**src/tcsdma_map.vh**
```
// register map, field positions, reset values and fixed ranges of the dma block
`ifndef TCSDMA_MAP_VH
`define TCSDMA_MAP_VH

// register index inside one channel window (byte address bits 4:2)
`define TCSDMA_REG_SRC 3'h0
`define TCSDMA_REG_DST 3'h1
`define TCSDMA_REG_RLD 3'h2
`define TCSDMA_REG_CNT 3'h3
`define TCSDMA_REG_CTL 3'h4
`define TCSDMA_REG_SEL 3'h5
`define TCSDMA_REG_LAST 3'h5

// byte address bit that picks channel one (channel zero at 8'h00, channel one at 8'h20)
`define TCSDMA_CH_BIT 5

// control register fields
`define TCSDMA_CTL_EN 0
`define TCSDMA_CTL_REP 1
`define TCSDMA_CTL_USZ 2
`define TCSDMA_CTL_SFWD 3
`define TCSDMA_CTL_DFWD 4
`define TCSDMA_CTL_REQ 5
`define TCSDMA_CTL_SWT 6

// request source select codes
`define TCSDMA_SEL_SW 5'h00
`define TCSDMA_SEL_FALL 5'h01
`define TCSDMA_SEL_BOTH 5'h02
`define TCSDMA_SEL_PER0 5'h03
`define TCSDMA_SEL_PERN 5'h16

// reset values
`define TCSDMA_RST_PTR 20'h00000
`define TCSDMA_RST_CNT 16'h0000
`define TCSDMA_RST_SEL 5'h00

// own register range, never touched by a transfer
`define TCSDMA_PROT_LO 20'h00020
`define TCSDMA_PROT_HI 20'h0003F

`endif

```
**src/tcsdma_top.v**
```verilog
// two-channel cycle-stealing dma controller with a wishbone register slave
`timescale 1ns/1ns
`default_nettype none
`include "tcsdma_map.vh"

// Operation
// - two channels steal bus ahead of cpu
// - request from software bit or interrupt signal
// - active channel moves one unit per request
// - requests arriving too fast merge into one
// - forward or fixed ends, never both forward
// - own register range never a transfer target
// - sixteen-bit counter limits one programmed transfer
// - pin edges, timers, serial, converter, software sources
// - channel zero wins simultaneous requests
// - single mode underflow clears enable
// - repeat mode underflow reloads, stays active
// - underflow raises the channel interrupt request
// - first transfer reloads forward pointer and counter
// - fixed registers writable only while disabled
// - reads always allowed; active forward shows pointer
// - request bit set by event, cleared at start
// - rewriting enable one restarts the channel
// - one cpu access between channel transfers
// - read then write; odd word splits
module tcsdma_top (
  input wire clk_i,
  input wire rst_i,
  input wire wb_cyc_i,
  input wire wb_stb_i,
  input wire wb_we_i,
  input wire [7:0] wb_adr_i,
  input wire [31:0] wb_dat_i,
  input wire [3:0] wb_sel_i,
  output reg [31:0] wb_dat_o,
  output reg wb_ack_o,
  input wire ext_irq_pin_a_i,
  input wire ext_irq_pin_b_i,
  input wire [19:0] periph_req_i,
  output reg bus_hold_o,
  output reg mem_cyc_o,
  output reg mem_we_o,
  output reg [19:0] mem_addr_o,
  output reg [15:0] mem_wdata_o,
  output reg mem_wide_o,
  input wire mem_ack_i,
  input wire [15:0] mem_rdata_i,
  output wire [1:0] dma_irq_o
);
  localparam [2:0] S_IDLE = 3'h0; // waiting for a request
  localparam [2:0] S_RD = 3'h1; // source read
  localparam [2:0] S_WR = 3'h2; // destination write
  localparam [2:0] S_GAP = 3'h3; // bus handed back to the cpu

  reg [2:0] state; // transfer sequencer state
  reg ch; // channel being served
  reg [19:0] dst_q; // latched destination address
  reg u16; // latched unit size
  reg phase; // second byte of a split word
  reg [15:0] dat; // data held between read and write
  reg [1:0] start; // start pulse per channel
  reg [1:0] done; // done pulse per channel
  reg [15:0] nd; // data after this read beat
  wire [2:0] idx; // register index from address
  wire mapped; // address hits a register
  wire wb_wr; // register write takes effect
  wire wr0; // write to channel zero
  wire wr1; // write to channel one
  wire [31:0] rd0; // channel zero read data
  wire [31:0] rd1; // channel one read data
  wire pend0; // channel zero ready to go
  wire pend1; // channel one ready to go
  wire [19:0] src0; // channel zero source
  wire [19:0] src1; // channel one source
  wire [19:0] dst0; // channel zero destination
  wire [19:0] dst1; // channel one destination
  wire w16_0; // channel zero word units
  wire w16_1; // channel one word units
  wire blocked; // current address lies in own register range
  wire ack_eff; // beat finished, real or suppressed
  wire split; // word at odd address moves as two bytes
  wire [19:0] addr_nx; // next byte address of a split word
  wire [19:0] ch_src; // chosen channel source
  wire [19:0] ch_dst; // chosen channel destination
  wire ch_u16; // chosen channel unit size

  // true when an address falls inside the controller's own registers
  function prot;
    input [19:0] a;
    begin
      prot = (a >= `TCSDMA_PROT_LO) && (a <= `TCSDMA_PROT_HI);
    end
  endfunction

  assign idx = wb_adr_i[4:2];
  assign mapped = (wb_adr_i[7:6] == 2'b00) && (idx <= `TCSDMA_REG_LAST);
  assign wb_wr = wb_cyc_i && wb_stb_i && wb_we_i && wb_ack_o && mapped;
  assign wr0 = wb_wr && !wb_adr_i[`TCSDMA_CH_BIT];
  assign wr1 = wb_wr && wb_adr_i[`TCSDMA_CH_BIT];
  // channel zero has priority when both wait
  assign ch_src = pend0 ? src0 : src1;
  assign ch_dst = pend0 ? dst0 : dst1;
  assign ch_u16 = pend0 ? w16_0 : w16_1;
  assign blocked = prot(mem_addr_o);
  assign ack_eff = mem_ack_i || blocked;
  assign split = u16 && mem_addr_o[0];
  assign addr_nx = mem_addr_o + 20'h00001;

  tcsdma_chan u_channel_zero (
    .clk_i(clk_i),
    .rst_i(rst_i),
    .wr_i(wr0),
    .idx_i(idx),
    .wdat_i(wb_dat_i),
    .sel_i(wb_sel_i),
    .ext_i(ext_irq_pin_a_i),
    .periph_i(periph_req_i),
    .start_i(start[0]),
    .done_i(done[0]),
    .pend_o(pend0),
    .src_o(src0),
    .dst_o(dst0),
    .unit16_o(w16_0),
    .rdat_o(rd0),
    .irq_o(dma_irq_o[0])
  );

  tcsdma_chan u_channel_one (
    .clk_i(clk_i),
    .rst_i(rst_i),
    .wr_i(wr1),
    .idx_i(idx),
    .wdat_i(wb_dat_i),
    .sel_i(wb_sel_i),
    .ext_i(ext_irq_pin_b_i),
    .periph_i(periph_req_i),
    .start_i(start[1]),
    .done_i(done[1]),
    .pend_o(pend1),
    .src_o(src1),
    .dst_o(dst1),
    .unit16_o(w16_1),
    .rdat_o(rd1),
    .irq_o(dma_irq_o[1])
  );

  // wishbone slave: one wait state, ack for one cycle, unmapped reads zero
  always @(posedge clk_i) begin
    if (rst_i) begin
      wb_ack_o <= 1'b0;
      wb_dat_o <= 32'h00000000;
    end else begin
      wb_ack_o <= wb_cyc_i && wb_stb_i && !wb_ack_o;
      if (wb_cyc_i && wb_stb_i && !wb_ack_o) begin
        if (!mapped) begin
          wb_dat_o <= 32'h00000000;
        end else begin
          wb_dat_o <= wb_adr_i[`TCSDMA_CH_BIT] ? rd1 : rd0;
        end
      end
    end
  end

  // read data placement for the current beat; blocked reads give zero
  always @* begin
    nd = dat;
    if (!u16) begin
      nd[7:0] = blocked ? 8'h00 : mem_rdata_i[7:0];
    end else if (!split && !phase) begin
      nd = blocked ? 16'h0000 : mem_rdata_i;
    end else if (!phase) begin
      nd[7:0] = blocked ? 8'h00 : mem_rdata_i[7:0];
    end else begin
      nd[15:8] = blocked ? 8'h00 : mem_rdata_i[7:0];
    end
  end

  // transfer sequencer: read, write, then one cycle back to the cpu
  always @(posedge clk_i) begin
    if (rst_i) begin
      state <= S_IDLE;
      ch <= 1'b0;
      dst_q <= `TCSDMA_RST_PTR;
      u16 <= 1'b0;
      phase <= 1'b0;
      dat <= 16'h0000;
      start <= 2'b00;
      done <= 2'b00;
      bus_hold_o <= 1'b0;
      mem_cyc_o <= 1'b0;
      mem_we_o <= 1'b0;
      mem_addr_o <= `TCSDMA_RST_PTR;
      mem_wdata_o <= 16'h0000;
      mem_wide_o <= 1'b0;
    end else begin
      start <= 2'b00;
      done <= 2'b00;
      case (state)
        S_IDLE: begin
          // one pending flag per channel, so bursts collapse to one unit
          if (pend0 || pend1) begin
            ch <= !pend0;
            start <= pend0 ? 2'b01 : 2'b10;
            bus_hold_o <= 1'b1;
            dst_q <= ch_dst;
            u16 <= ch_u16;
            phase <= 1'b0;
            mem_addr_o <= ch_src;
            mem_we_o <= 1'b0;
            mem_wide_o <= ch_u16 && !ch_src[0];
            mem_cyc_o <= !prot(ch_src);
            state <= S_RD;
          end
        end
        S_RD: begin
          if (ack_eff) begin
            dat <= nd;
            if (split && !phase) begin
              phase <= 1'b1;
              mem_addr_o <= addr_nx;
              mem_cyc_o <= !prot(addr_nx);
            end else begin
              phase <= 1'b0;
              mem_addr_o <= dst_q;
              mem_we_o <= 1'b1;
              mem_wide_o <= u16 && !dst_q[0];
              mem_wdata_o <= (u16 && dst_q[0]) ? {8'h00, nd[7:0]} : nd;
              mem_cyc_o <= !prot(dst_q);
              state <= S_WR;
            end
          end
        end
        S_WR: begin
          if (ack_eff) begin
            if (split && !phase) begin
              phase <= 1'b1;
              mem_addr_o <= addr_nx;
              mem_wdata_o <= {8'h00, dat[15:8]};
              mem_cyc_o <= !prot(addr_nx);
            end else begin
              mem_cyc_o <= 1'b0;
              mem_we_o <= 1'b0;
              bus_hold_o <= 1'b0;
              done <= ch ? 2'b10 : 2'b01;
              state <= S_GAP;
            end
          end
        end
        S_GAP: begin
          // the cpu owns the bus for this cycle
          state <= S_IDLE;
        end
        default: state <= S_IDLE;
      endcase
    end
  end
endmodule

// one channel: registers, request flag, pointers and transfer counter
module tcsdma_chan (
  input wire clk_i,
  input wire rst_i,
  input wire wr_i,
  input wire [2:0] idx_i,
  input wire [31:0] wdat_i,
  input wire [3:0] sel_i,
  input wire ext_i,
  input wire [19:0] periph_i,
  input wire start_i,
  input wire done_i,
  output wire pend_o,
  output wire [19:0] src_o,
  output wire [19:0] dst_o,
  output wire unit16_o,
  output reg [31:0] rdat_o,
  output reg irq_o
);
  reg [19:0] src_r; // programmed source pointer
  reg [19:0] dst_r; // programmed destination pointer
  reg [15:0] rld; // counter reload value, 16 bits wide
  reg [15:0] cnt; // live transfer counter, 16 bits wide
  reg [19:0] fwd; // live forward address pointer
  reg en; // channel active
  reg rep; // repeat mode
  reg usz; // 1 = 8-bit units, 0 = 16-bit units
  reg sfwd; // source walks forward
  reg dfwd; // destination walks forward
  reg req; // pending request flag
  reg first; // next start reloads pointer and counter
  reg [4:0] sel_r; // request source select
  reg ext_q; // last sampled pin level
  wire [31:0] ctl_now; // control word as read
  wire [31:0] wctl; // control word after byte-lane merge
  wire [31:0] next_src; // source pointer word after byte-lane merge
  wire [31:0] next_dst; // destination pointer word after byte-lane merge
  wire [31:0] next_rld; // reload word after byte-lane merge
  wire [31:0] next_sel; // select word after byte-lane merge
  wire [4:0] pidx; // peripheral index from select code
  wire trig; // one request event this cycle
  wire sw_hit; // software trigger write
  wire [19:0] fwd_base; // programmed pointer that walks forward
  wire [19:0] fwd_val; // pointer value that the next unit uses
  wire [19:0] step; // unit size in bytes

  // byte-lane merge of a write into an old value
  function [31:0] merge;
    input [31:0] old_v;
    input [31:0] new_v;
    input [3:0] s;
    reg [31:0] m;
    begin
      m = {{8{s[3]}}, {8{s[2]}}, {8{s[1]}}, {8{s[0]}}};
      merge = (old_v & ~m) | (new_v & m);
    end
  endfunction

  assign ctl_now = {25'h0000000, 1'b0, req, dfwd, sfwd, usz, rep, en};
  assign wctl = merge(ctl_now, wdat_i, sel_i);
  // merged write words; only the low field bits are kept on a write
  assign next_src = merge({12'h000, src_r}, wdat_i, sel_i);
  assign next_dst = merge({12'h000, dst_r}, wdat_i, sel_i);
  assign next_rld = merge({16'h0000, rld}, wdat_i, sel_i);
  assign next_sel = merge({27'h0000000, sel_r}, wdat_i, sel_i);
  assign sw_hit = wr_i && (idx_i == `TCSDMA_REG_CTL) && wctl[`TCSDMA_CTL_SWT];
  assign pidx = sel_r - `TCSDMA_SEL_PER0;
  // pick the request source; edge modes use the synchronous pin sample
  assign trig = ((sel_r == `TCSDMA_SEL_SW) && sw_hit) ||
    ((sel_r == `TCSDMA_SEL_FALL) && ext_q && !ext_i) ||
    ((sel_r == `TCSDMA_SEL_BOTH) && (ext_q != ext_i)) ||
    ((sel_r >= `TCSDMA_SEL_PER0) && (sel_r <= `TCSDMA_SEL_PERN) && periph_i[pidx]);
  assign fwd_base = sfwd ? src_r : dst_r;
  assign fwd_val = first ? fwd_base : fwd;
  assign step = usz ? 20'h00001 : 20'h00002;
  // a request only counts while the channel is active
  assign pend_o = req && en;
  assign src_o = sfwd ? fwd_val : src_r;
  assign dst_o = dfwd ? fwd_val : dst_r;
  assign unit16_o = !usz;

  // register reads; an active forward pointer reads the live value
  always @* begin
    case (idx_i)
      `TCSDMA_REG_SRC: rdat_o = {12'h000, (en && sfwd) ? fwd_val : src_r};
      `TCSDMA_REG_DST: rdat_o = {12'h000, (en && dfwd) ? fwd_val : dst_r};
      `TCSDMA_REG_RLD: rdat_o = {16'h0000, rld};
      `TCSDMA_REG_CNT: rdat_o = {16'h0000, cnt};
      `TCSDMA_REG_CTL: rdat_o = ctl_now;
      `TCSDMA_REG_SEL: rdat_o = {27'h0000000, sel_r};
      default: rdat_o = 32'h00000000;
    endcase
  end

  // channel state
  always @(posedge clk_i) begin
    if (rst_i) begin
      src_r <= `TCSDMA_RST_PTR;
      dst_r <= `TCSDMA_RST_PTR;
      fwd <= `TCSDMA_RST_PTR;
      rld <= `TCSDMA_RST_CNT;
      cnt <= `TCSDMA_RST_CNT;
      en <= 1'b0;
      rep <= 1'b0;
      usz <= 1'b0;
      sfwd <= 1'b0;
      dfwd <= 1'b0;
      req <= 1'b0;
      first <= 1'b0;
      sel_r <= `TCSDMA_RST_SEL;
      ext_q <= 1'b0;
      irq_o <= 1'b0;
    end else begin
      ext_q <= ext_i;
      irq_o <= 1'b0;
      // first unit after activation reloads pointer and counter
      if (start_i && first) begin
        first <= 1'b0;
        fwd <= fwd_base;
        cnt <= rld;
      end
      // unit finished: count down, walk the forward pointer
      if (done_i) begin
        fwd <= fwd + step;
        if (cnt == 16'h0000) begin
          irq_o <= 1'b1;
          cnt <= rld;
          if (rep) begin
            fwd <= fwd_base;
          end else begin
            en <= 1'b0;
          end
        end else begin
          cnt <= cnt - 16'h0001;
        end
      end
      // software register writes
      if (wr_i) begin
        case (idx_i)
          `TCSDMA_REG_SRC: begin
            if (sfwd || !en) begin
              src_r <= next_src[19:0];
            end
          end
          `TCSDMA_REG_DST: begin
            if (dfwd || !en) begin
              dst_r <= next_dst[19:0];
            end
          end
          `TCSDMA_REG_RLD: rld <= next_rld[15:0];
          `TCSDMA_REG_CTL: begin
            en <= wctl[`TCSDMA_CTL_EN];
            if (wctl[`TCSDMA_CTL_EN]) begin
              first <= 1'b1;
            end
            rep <= wctl[`TCSDMA_CTL_REP];
            usz <= wctl[`TCSDMA_CTL_USZ];
            sfwd <= wctl[`TCSDMA_CTL_SFWD];
            // both directions forward is refused: destination stays fixed
            dfwd <= wctl[`TCSDMA_CTL_DFWD] && !wctl[`TCSDMA_CTL_SFWD];
          end
          `TCSDMA_REG_SEL: sel_r <= next_sel[4:0];
          default: begin
          end
        endcase
      end
      // request flag: a new event wins over start and over a software clear
      if (trig) begin
        req <= 1'b1;
      end else if (start_i) begin
        req <= 1'b0;
      end else if (wr_i && (idx_i == `TCSDMA_REG_CTL) && !wctl[`TCSDMA_CTL_REQ]) begin
        req <= 1'b0;
      end
    end
  end
endmodule
`default_nettype wire

```
**config.mk**
```make
export PLATFORM = sky130hd
export DESIGN_NAME = tcsdma_top
export DESIGN_NICKNAME = d
export VERILOG_FILES = /design/src/tcsdma_top.v
export VERILOG_INCLUDE_DIRS = /design/src /design/src/src
export SDC_FILE = /design/constraint.sdc
export NUM_CORES = 1
export LEC_CHECK = 0
export ABC_CLOCK_PERIOD_IN_PS = 2900
export BUFFER_PORTS_ARGS = -buffer_cell sky130_fd_sc_hd__buf_4
export CAP_MARGIN = 30
export CORE_UTILIZATION = 42
export CTS_BUF_LIST = sky130_fd_sc_hd__clkbuf_16
export DETAILED_ROUTE_END_ITERATION = 7
export GPL_ROUTABILITY_DRIVEN = 0
export SYNTH_ARGS = -nofsm -noshare
export SYNTH_HDL_FRONTEND = slang
export SYNTH_SLANG_ARGS = --single-unit
```
**constraint.sdc**
```tcl
create_clock -name clk_i -period 2.9 [get_ports clk_i]
set_clock_uncertainty 0.05 [all_clocks]
set_input_delay 0.58 -clock clk_i [delete_from_list [all_inputs] [get_ports clk_i]]
set_output_delay 0.58 -clock clk_i [all_outputs]
set_load 0.005 [all_outputs]
```
==> flow_summary.ini, run 1 <==
[synthesis]
yosysSeqAreaShare_pct = 32.6
synth_edf_count = 0
ys_top_cells_by_area = dfxtp_1 33%, mux2i_1 11%, a21oi_1 7.6%
syn_area_per_cell_um2 = 7.62
synth.distinct_cells = 85
synth-main-ff-cell = dfxtp_1
yosysTopAreaCell = dfxtp_1
synth-seq-cells = 318
synthCells = 2561
yosys_warnings = 0
async_flop_share_pct = 0
netlist_area_mm2 = 0.0195
synth_top_area_share_pct = 32.6

[layout]
utilization_pct = 49.5
antennaDiodeCount = 0
finalNetCount = 2739
syn2layout_area_growth_pct = 15.7
layout-drive-gt1-share_pct = 13.2
fillers = 4513
stdcell_area_mm2 = 0.0226

[critical_path]
worstPathRequired_ps = 3270
startpoint_type = flop
critPathCaptureType = flop
arrival_ps = 3130
critPathMaxFanout = 25
path_class = reg2reg

[timing]
slew_violations = 0
timing.fmax_ghz = 0.363
period_needed_ps = 2760
hold_ws_ps = 208
rsz0062_at_grt = no
finalHoldViolations = 0
slew_headroom_pct = 36.0
worst_pin_slew_ps = 960
timing.final.crit_share_pct = 95.1
finalSetupViolCount = 0
finalSetupTns_ps = 0

[floorplan]
die_width_um = 218
coreArea_mm2 = 0.0456
ios = 163
dieArea_mm2 = 0.0473
rows = 78
start_util_pct = 42.8
die_h_um = 218

[routing]
num_vias = 20200
drcViolationCount = 0
drt_iter0_drc = 2295
postRouteAntennaNets = 0
avgRoutedWirePerCell_um = 22.1
dr.pass1.iters = 6
via_per_inst = 6.21
drt_wl_total_mm = 71.9

[run_status]
status = finished clean

[run]
drv_cap = 0

[cts]
cts_sinks = 318
hold_buffers = 0
cts_tree = built
cts-root-buf = clkbuf_16
h-tree-depth = 2
cts_buffer_depth = 3
clkLatencyLatePin_ps = 560
clkTransAtPathRegs_ps = 60
cts_buffers = 39

[grt]
grt_pass1_wl_mm = 109
grt_use_total_pct = 29.5
grt_pass1_vias = 18500
grt_max_degree = 76
grt_remaining_overflow = 0
antenna_found_initial = 1

[hold_path]
hp-class = in2reg

[power]
p_per_area_mw_per_mm2 = 433
peakVddDrop_mv = 0.361
power.leakage_nw = 8.22

[placement]
dp_hpwl_mm = 53.1
postPlaceCellArea_mm2 = 0.0213
io_buffers = 135
-- worst paths after layout --
| path | startpoint | to | slack, ps | cells past startpoint |
|---|---|---|---|---|
| worst max register to register | u_channel_one.sfwd | mem_cyc_o | 140 | 8 |
| worst min register to register | dst_q[4] | dst_q[4] | 410 | 2 |
| worst max-delay path | u_channel_one.sfwd | mem_cyc_o | 140 | 8 |
| worst min-delay path | ext_irq_pin_b_i | u_channel_one.ext_q | 210 | 2 |
-- through the flow --
stage,total power [mW],worst slack [ps],cells
3_3_place_gp,4.96,167,3188
3_5_place_dp,4.96,153,3188
6_report,9.77,142,3256
4_1_cts,9.81,139,3256
5_1_grt,10.0,8.72,3256
2_1_floorplan,4.72,501,2572
-- area by class of cell --
type / count / area [µm²] / share of cell area [%]
multi-input combinational: 1985 / 12100 / 53.6
sequential: 318 / 6370 / 28.2
timing repair buffer: 249 / 2000 / 8.87
clock buffer: 39 / 976 / 4.32
tap: 600 / 751 / 3.33
clock inverter: 29 / 251 / 1.11
inverter: 36 / 135 / 0.599
-- worst max-delay path, cell delays in order, from the launching register on --
cell	delay, ps
dfxtp_1	340
nor2b_4	170
buf_12	200
mux2i_1	170
mux2i_1	530
or4b_1	490
o41a_1	420
nor3_1	160
a211oi_1	70
-- cells in the mapped netlist (all sizes together) (6+ instances only) --
cell / count
dfxtp: 318
o22ai: 24
a2111oi: 8
a211oi: 49
nand3: 126
ha: 20
mux2i: 218
nand2b: 15
and2: 15
nand3b: 9
a21oi: 295
nor2b: 26
o211ai: 30
a2bb2oi: 7
a22oi: 37
o22a: 8
nand4: 12
mux2: 8
o2bb2ai: 9
o31ai: 6
xnor2: 7
nand2: 280
a31oi: 29
xor2: 9
a21o: 8
inv: 34
a311oi: 6
buf: 59
a41oi: 7
nor2: 306
o221ai: 28
or3: 21
clkbuf: 174
o21ai: 149
a221oi: 17
nor3b: 9
nor3: 57
nor4: 22
a32oi: 6
and3: 14
mux4: 10
-- cells by family after synthesis --
family / synth area share (%)
xor+xnor: 0.718
mux: 12.8
buf+inv: 5.92
other cells: 0.0192
flops: 32.6
fa+ha+maj: 1.49
compound gates: 24.6
simple gates: 21.9
-- per-layer routing --
layer  wire length [µm]  vias to the layer above  part of all wire, %  global-route usage, %
li1                   -                     9448                    -                      -
met1              29800                     9581                   41                   38.5
met2              33500                     1014                   47                   48.7
met3               5630                      177                  7.8                   4.16
met4               3010                        2                  4.2                   12.3
met5                 19                        -                0.026                      0
-- cells in the final DEF, fill, tap and decap left out, drive strengths merged, types with 9 or more instances in the layout --
cell | netlist | final
nor2b | 26 | 26
clkinv | 2 | 19
nor2 | 306 | 306
a211oi | 49 | 49
or3 | 21 | 21
a221oi | 17 | 17
a21oi | 295 | 295
nor3b | 9 | 9
o21ai | 149 | 149
clkbuf | 174 | 39
nand3b | 9 | 9
o2bb2ai | 9 | 9
nor4 | 22 | 22
nand3 | 126 | 126
mux2i | 218 | 218
nor3 | 57 | 57
xor2 | 9 | 9
inv | 34 | 41
and2 | 15 | 15
mux4 | 10 | 10
buf | 59 | 249
nand2 | 280 | 280
conb | 1 | 12
nand4 | 12 | 12
a31oi | 29 | 29
nand2b | 15 | 15
ha | 20 | 20
o221ai | 28 | 28
o22ai | 24 | 24
o211ai | 30 | 30
a22oi | 37 | 37
dfxtp | 318 | 318
and3 | 14 | 14
-- power breakdown --
group / leakage, nW / internal, mW / switching, mW / total (mW)
clock network: 0.626 / 2.88 / 2.02 / 4.90
logic: 5.04 / 0.165 / 0.336 / 0.501
registers: 2.56 / 4.37 / 0.00263 / 4.37
total: 8.22 / 7.41 / 2.36 / 9.77
-- what timing repair did --
action,4_1_cts,5_1_grt
endpoints found under the setup margin,0,14
buffers inserted,0,0
resized for setup,0,2
(Power assumes the default switching activity.)
==> run 2, diff against run 1 <==
--- a/config.mk
+++ b/config.mk
@@ -13,6 +13,7 @@
 export CTS_BUF_LIST = sky130_fd_sc_hd__clkbuf_16
 export DETAILED_ROUTE_END_ITERATION = 7
 export GPL_ROUTABILITY_DRIVEN = 0
+export REMOVE_ABC_BUFFERS = 1
 export SYNTH_ARGS = -nofsm -noshare
 export SYNTH_HDL_FRONTEND = slang
 export SYNTH_SLANG_ARGS = --single-unit
==> flow_summary.ini, run 2 (synthesis results as in run 1) <==
[placement]
dp_hpwl_mm = 54.7
place_ws_ps = 148
io_buffers = 135
postPlaceCellArea_mm2 = 0.0214

[grt]
grt_remaining_overflow = 0
grt_max_degree = 68
grt_pass1_vias = 18900
grt_pass1_wl_mm = 113
antenna_found_initial = 0
grt_use_total_pct = 30.7

[cts]
h-tree-depth = 2
cts-root-buf = clkbuf_16
cts_sinks = 318
hold_buffers = 0
cts_buffers = 38
clkLatencyLatePin_ps = 570
cts_tree = built
cts_buffer_depth = 3
clkTransAtPathRegs_ps = 60

[power]
p_clk_share_pct = 49.5
peakVddDrop_mv = 0.379
power.leakage_nw = 8.31
share_comb_of_total_power_pct = 5.0
intPower_mw = 7.25
p_seq_share_pct = 45.6
p_per_area_mw_per_mm2 = 423
power.switching_mw = 2.35
p_sw_share_pct = 24.5

[timing]
finalSetupViolCount = 0
fin_ws_ps = 202
finalSetupTns_ps = 0
rsz0062_at_grt = no
slew_violations = 0
finalHoldViolations = 0
slew_headroom_pct = 36.5
timing.fmax_ghz = 0.371
period_needed_ps = 2700
worst_pin_slew_ps = 950
timing.final.crit_share_pct = 93.0

[critical_path]
arrival_ps = 3120
startpoint_type = flop
worstPathRequired_ps = 3320
path_class = reg2reg
critPathMaxFanout = 5
critPathCaptureType = flop
crit_path_max_incr_delay_ps = 520
cp_slowest_cell = dfxtp_1
worstPathCellList = inv_1 -> ha_1 -> a21o_1 -> nor4b_1 -> buf_4 -> nand2_1 -> nor2_1 -> a31o_2 -> a21oi_1 -> a211oi_1

[routing]
num_vias = 20500
drt_wl_total_mm = 73.8
postRouteAntennaNets = 0
dr.pass1.iters = 6
via_per_inst = 6.28
avgRoutedWirePerCell_um = 22.6
drt_iter0_drc = 2449
drcViolationCount = 0

[hold_path]
hp-class = in2reg

[floorplan]
ios = 163
dieArea_mm2 = 0.0473
start_util_pct = 42.8
coreArea_mm2 = 0.0456
die_h_um = 218
die_width_um = 218
rows = 78

[run_status]
status = finished clean

[layout]
most-common-layout-cells = 318 x dfxtp_1, 303 x nor2_1, 293 x a21oi_1
multi_input_area_mm2 = 0.0121
fillers = 4440
seq_area_mm2 = 0.00637
final_common_cell = dfxtp_1
stdcell_area_mm2 = 0.0227
layout-drive-gt1-share_pct = 13.8
finalNetCount = 2753
syn2layout_area_growth_pct = 16.3
antennaDiodeCount = 0

[run]
drv_cap = 0
-- run 2: cell types whose count changed in the layout (fill, tap and decap cells not counted), moves of 2 or more --
cell	change
clkinv_2	+3
buf_4	+12
buf_12	+3
bufinv_16	-2
clkinv_1	-7
clkinv_8	+2
inv_1	+4
-- run 2: path summary, 6_finish.rpt --
check	start	slack (ps)	endpoint	depth (start not counted)
max	flop	200	u_channel_zero.fwd[17]	10
min	ext_irq_pin_a_i	200	u_channel_zero.ext_q	2
max reg2reg	flop	200	u_channel_zero.fwd[17]	10
min reg2reg	wb_dat_o[8]	400	wb_dat_o[8]	2
-- run 2: metrics by stage --
stage	total power [mW]	hold slack, ps	utilization [%]	instances
2_1_floorplan	4.60	363	-	2339
3_3_place_gp	4.93	379	47.0	3197
3_5_place_dp	4.94	397	47.0	3198
4_1_cts	9.66	183	49.7	3266
5_1_grt	9.86	202	49.8	3271
6_report	9.60	198	49.8	3271
-- run 2: power by group through the flow --
stage / Clock [mW] / Combinational, mW / Sequential [mW]
after CTS: 4.82 / 0.467 / 4.37
after floorplan: 0 / 0.132 / 4.47
after global routing: 4.98 / 0.505 / 4.37
after detailed placement: 0 / 0.466 / 4.47
after global placement: 0 / 0.461 / 4.47
final: 4.75 / 0.476 / 4.37
-- run 2: area by class of cell --
| type | count | share of cell area [%] |
|---|---|---|
| Multi-Input combinational cell | 1985 | 53.3 |
| Sequential cell | 318 | 28.1 |
| Timing Repair Buffer | 264 | 9.48 |
| Clock buffer | 39 | 4.30 |
| Tap cell | 600 | 3.31 |
| Clock inverter | 29 | 0.998 |
| Inverter | 36 | 0.595 |
-- run 2: critical path: cells and delay by family, from the launching register on --
family | cells | cell delay (ps)
simple gates | 3 | 700
compound gates | 4 | 680
flops | 1 | 520
buf+inv | 2 | 350
fa+ha+maj | 1 | 300
-- run 2: repair_timing --
item | in CTS | in global routing
endpoints found under the setup margin | 0 | 3
setup buffers | 0 | 5
gates resized for setup | 0 | 1
-- run 2: metal layers --
| layer | wire length (µm) | up-vias | track usage, % |
|---|---|---|---|
| li1 | - | 9478 | - |
| met1 | 31500 | 9819 | 41.2 |
| met2 | 33000 | 1028 | 48.4 |
| met3 | 5700 | 209 | 4.44 |
| met4 | 3600 | 0 | 14.6 |
| met5 | 0 | - | 0 |
==> run 3, diff against run 2 <==
--- a/config.mk
+++ b/config.mk
@@ -7,11 +7,10 @@
 export NUM_CORES = 1
 export LEC_CHECK = 0
 export ABC_CLOCK_PERIOD_IN_PS = 2900
-export BUFFER_PORTS_ARGS = -buffer_cell sky130_fd_sc_hd__buf_4
-export CAP_MARGIN = 30
 export CORE_UTILIZATION = 42
 export CTS_BUF_LIST = sky130_fd_sc_hd__clkbuf_16
 export DETAILED_ROUTE_END_ITERATION = 7
+export DONT_BUFFER_PORTS = 1
 export GPL_ROUTABILITY_DRIVEN = 0
 export REMOVE_ABC_BUFFERS = 1
 export SYNTH_ARGS = -nofsm -noshare
==> flow_summary.ini, run 3 (synthesis results as in run 1) <==
[routing]
drcViolationCount = 0
postRouteAntennaNets = 0
dr.pass1.iters = 7
maxUsedRoutingLayer = met4
dr_wl_met3_mm = 6.44
drt-met1-wl_mm = 30.4
num_vias = 19700
via_per_inst = 6.33
avgRoutedWirePerCell_um = 23.2
drt_wl_total_mm = 72.1
drt_iter0_drc = 2250
wl_met2_mm = 31.9

[floorplan]
die_width_um = 218
ios = 163
coreArea_mm2 = 0.0456
die_h_um = 218
dieArea_mm2 = 0.0473
rows = 78
start_util_pct = 42.8

[placement]
dp.cells = 3042
dp_hpwl_mm = 51.8
place_ws_ps = 193
io_buffers = 0

[critical_path]
crit_start = u_channel_zero.cnt[1]
critPathMaxFanout = 14
critPathCaptureType = flop
worstPathRequired_ps = 3250
arrival_ps = 3110
r2r_start = u_channel_zero.cnt[1]
path_class = reg2reg
startpoint_type = flop

[cts]
cts_buffers = 40
clkLatencyLatePin_ps = 580
cts_sinks = 318
clkTransAtPathRegs_ps = 60
cts_tree = built
cts_buffer_depth = 3
h-tree-depth = 2
cts_setup_buffers = 0
cts-root-buf = clkbuf_16

[timing]
finalHoldViolations = 0
period_needed_ps = 2750
timing.fmax_ghz = 0.363
slew_violations = 0
finalSetupViolCount = 0
timing.final.crit_share_pct = 94.9
worst_pin_slew_ps = 1050
rsz0062_at_grt = no
fin_ws_ps = 147
slew_headroom_pct = 29.9
hold_ws_ps = 51.6

[layout]
final_common_cell = dfxtp_1
finalNetCount = 2594
layout-drive-gt1-share_pct = 8.24
utilization_pct = 47.1
fillers = 4512
final_cells = 3113
antennaDiodeCount = 0
syn2layout_area_growth_pct = 9.95
most-common-layout-cells = 318 x dfxtp_1, 303 x nor2_1, 293 x a21oi_1

[power]
power.total_mw = 9.48
peakVddDrop_mv = 0.526
power.leakage_nw = 7.47
p_per_area_mw_per_mm2 = 442

[grt]
grt_max_degree = 317
grt_remaining_overflow = 0
grt_pass1_wl_mm = 111
grt_use_total_pct = 29.9
grt_pass1_vias = 18600
antenna_found_initial = 1

[run]
drv_cap = 0

[hold_path]
hp-class = in2reg
hold_start = rst_i

[run_status]
status = finished clean
==> run 3: cell types whose count changed in the layout (fill, tap and decap cells not counted), moves of 2 or more <==
cell        previous run  this run
clkbuf_16             39        42
clkinvlp_4             1         3
buf_12                13         6
clkinv_1               7        13
buf_4                250        97
clkinv_2               8         5
inv_1                 43        39
==> run 3: area by class of cell <==
class / count / area, µm² / area share [%]
multi-input cells: 1985 / 12100 / 56.3
flip-flops and latches: 318 / 6370 / 29.7
clock buffers: 42 / 1050 / 4.90
repair buffers: 103 / 848 / 3.95
well taps: 600 / 751 / 3.50
clock inverters: 29 / 218 / 1.01
inverters: 36 / 135 / 0.630
==> run 3: per-stage QoR <==
step	instance area, µm²	setup TNS (ps)
3_5_place_dp	20200	0
3_3_place_gp	20200	0
2_1_floorplan	18500	-28400
4_1_cts	21500	0
5_1_grt	21500	0
6_report	21500	0
==> run 3: path summary, 6_finish.rpt <==
kind	endpoint	slack [ps]	depth (start not counted)
worst max register to register	u_channel_zero.fwd[3]	150	10
worst max-delay path	u_channel_zero.fwd[3]	150	10
worst min-delay path	u_channel_one.cnt[5]	50	1
worst min register to register	dst_q[2]	420	2
==> run 3: routing by layer <==
layer | global-route usage (%) | vias up
met2 | 46.9 | 976
met5 | 0 | -
met4 | 14.2 | 0
met3 | 6.15 | 186
met1 | 39.1 | 9400
li1 | - | 9143
==> run 3: timing repair <==
item,in CTS,in global routing
gates resized for setup,0,2
endpoints found under the setup margin,0,1
hold buffers,0,0
==> run 3: worst max-delay path, cell delays in order, from the launching register on <==
cell	delay, ps
dfxtp_1	420
inv_1	90
ha_1	220
nor3b_1	150
buf_4	160
nand3_1	270
o31a_1	580
buf_4	320
nor2_1	70
o21ai_0	170
a21oi_1	90
==> run 3: where the power goes <==
part,internal (mW),switching (mW),total [mW]
registers,4.37,0.00307,4.38
logic,0.0775,0.113,0.191
clock network,2.87,2.04,4.91
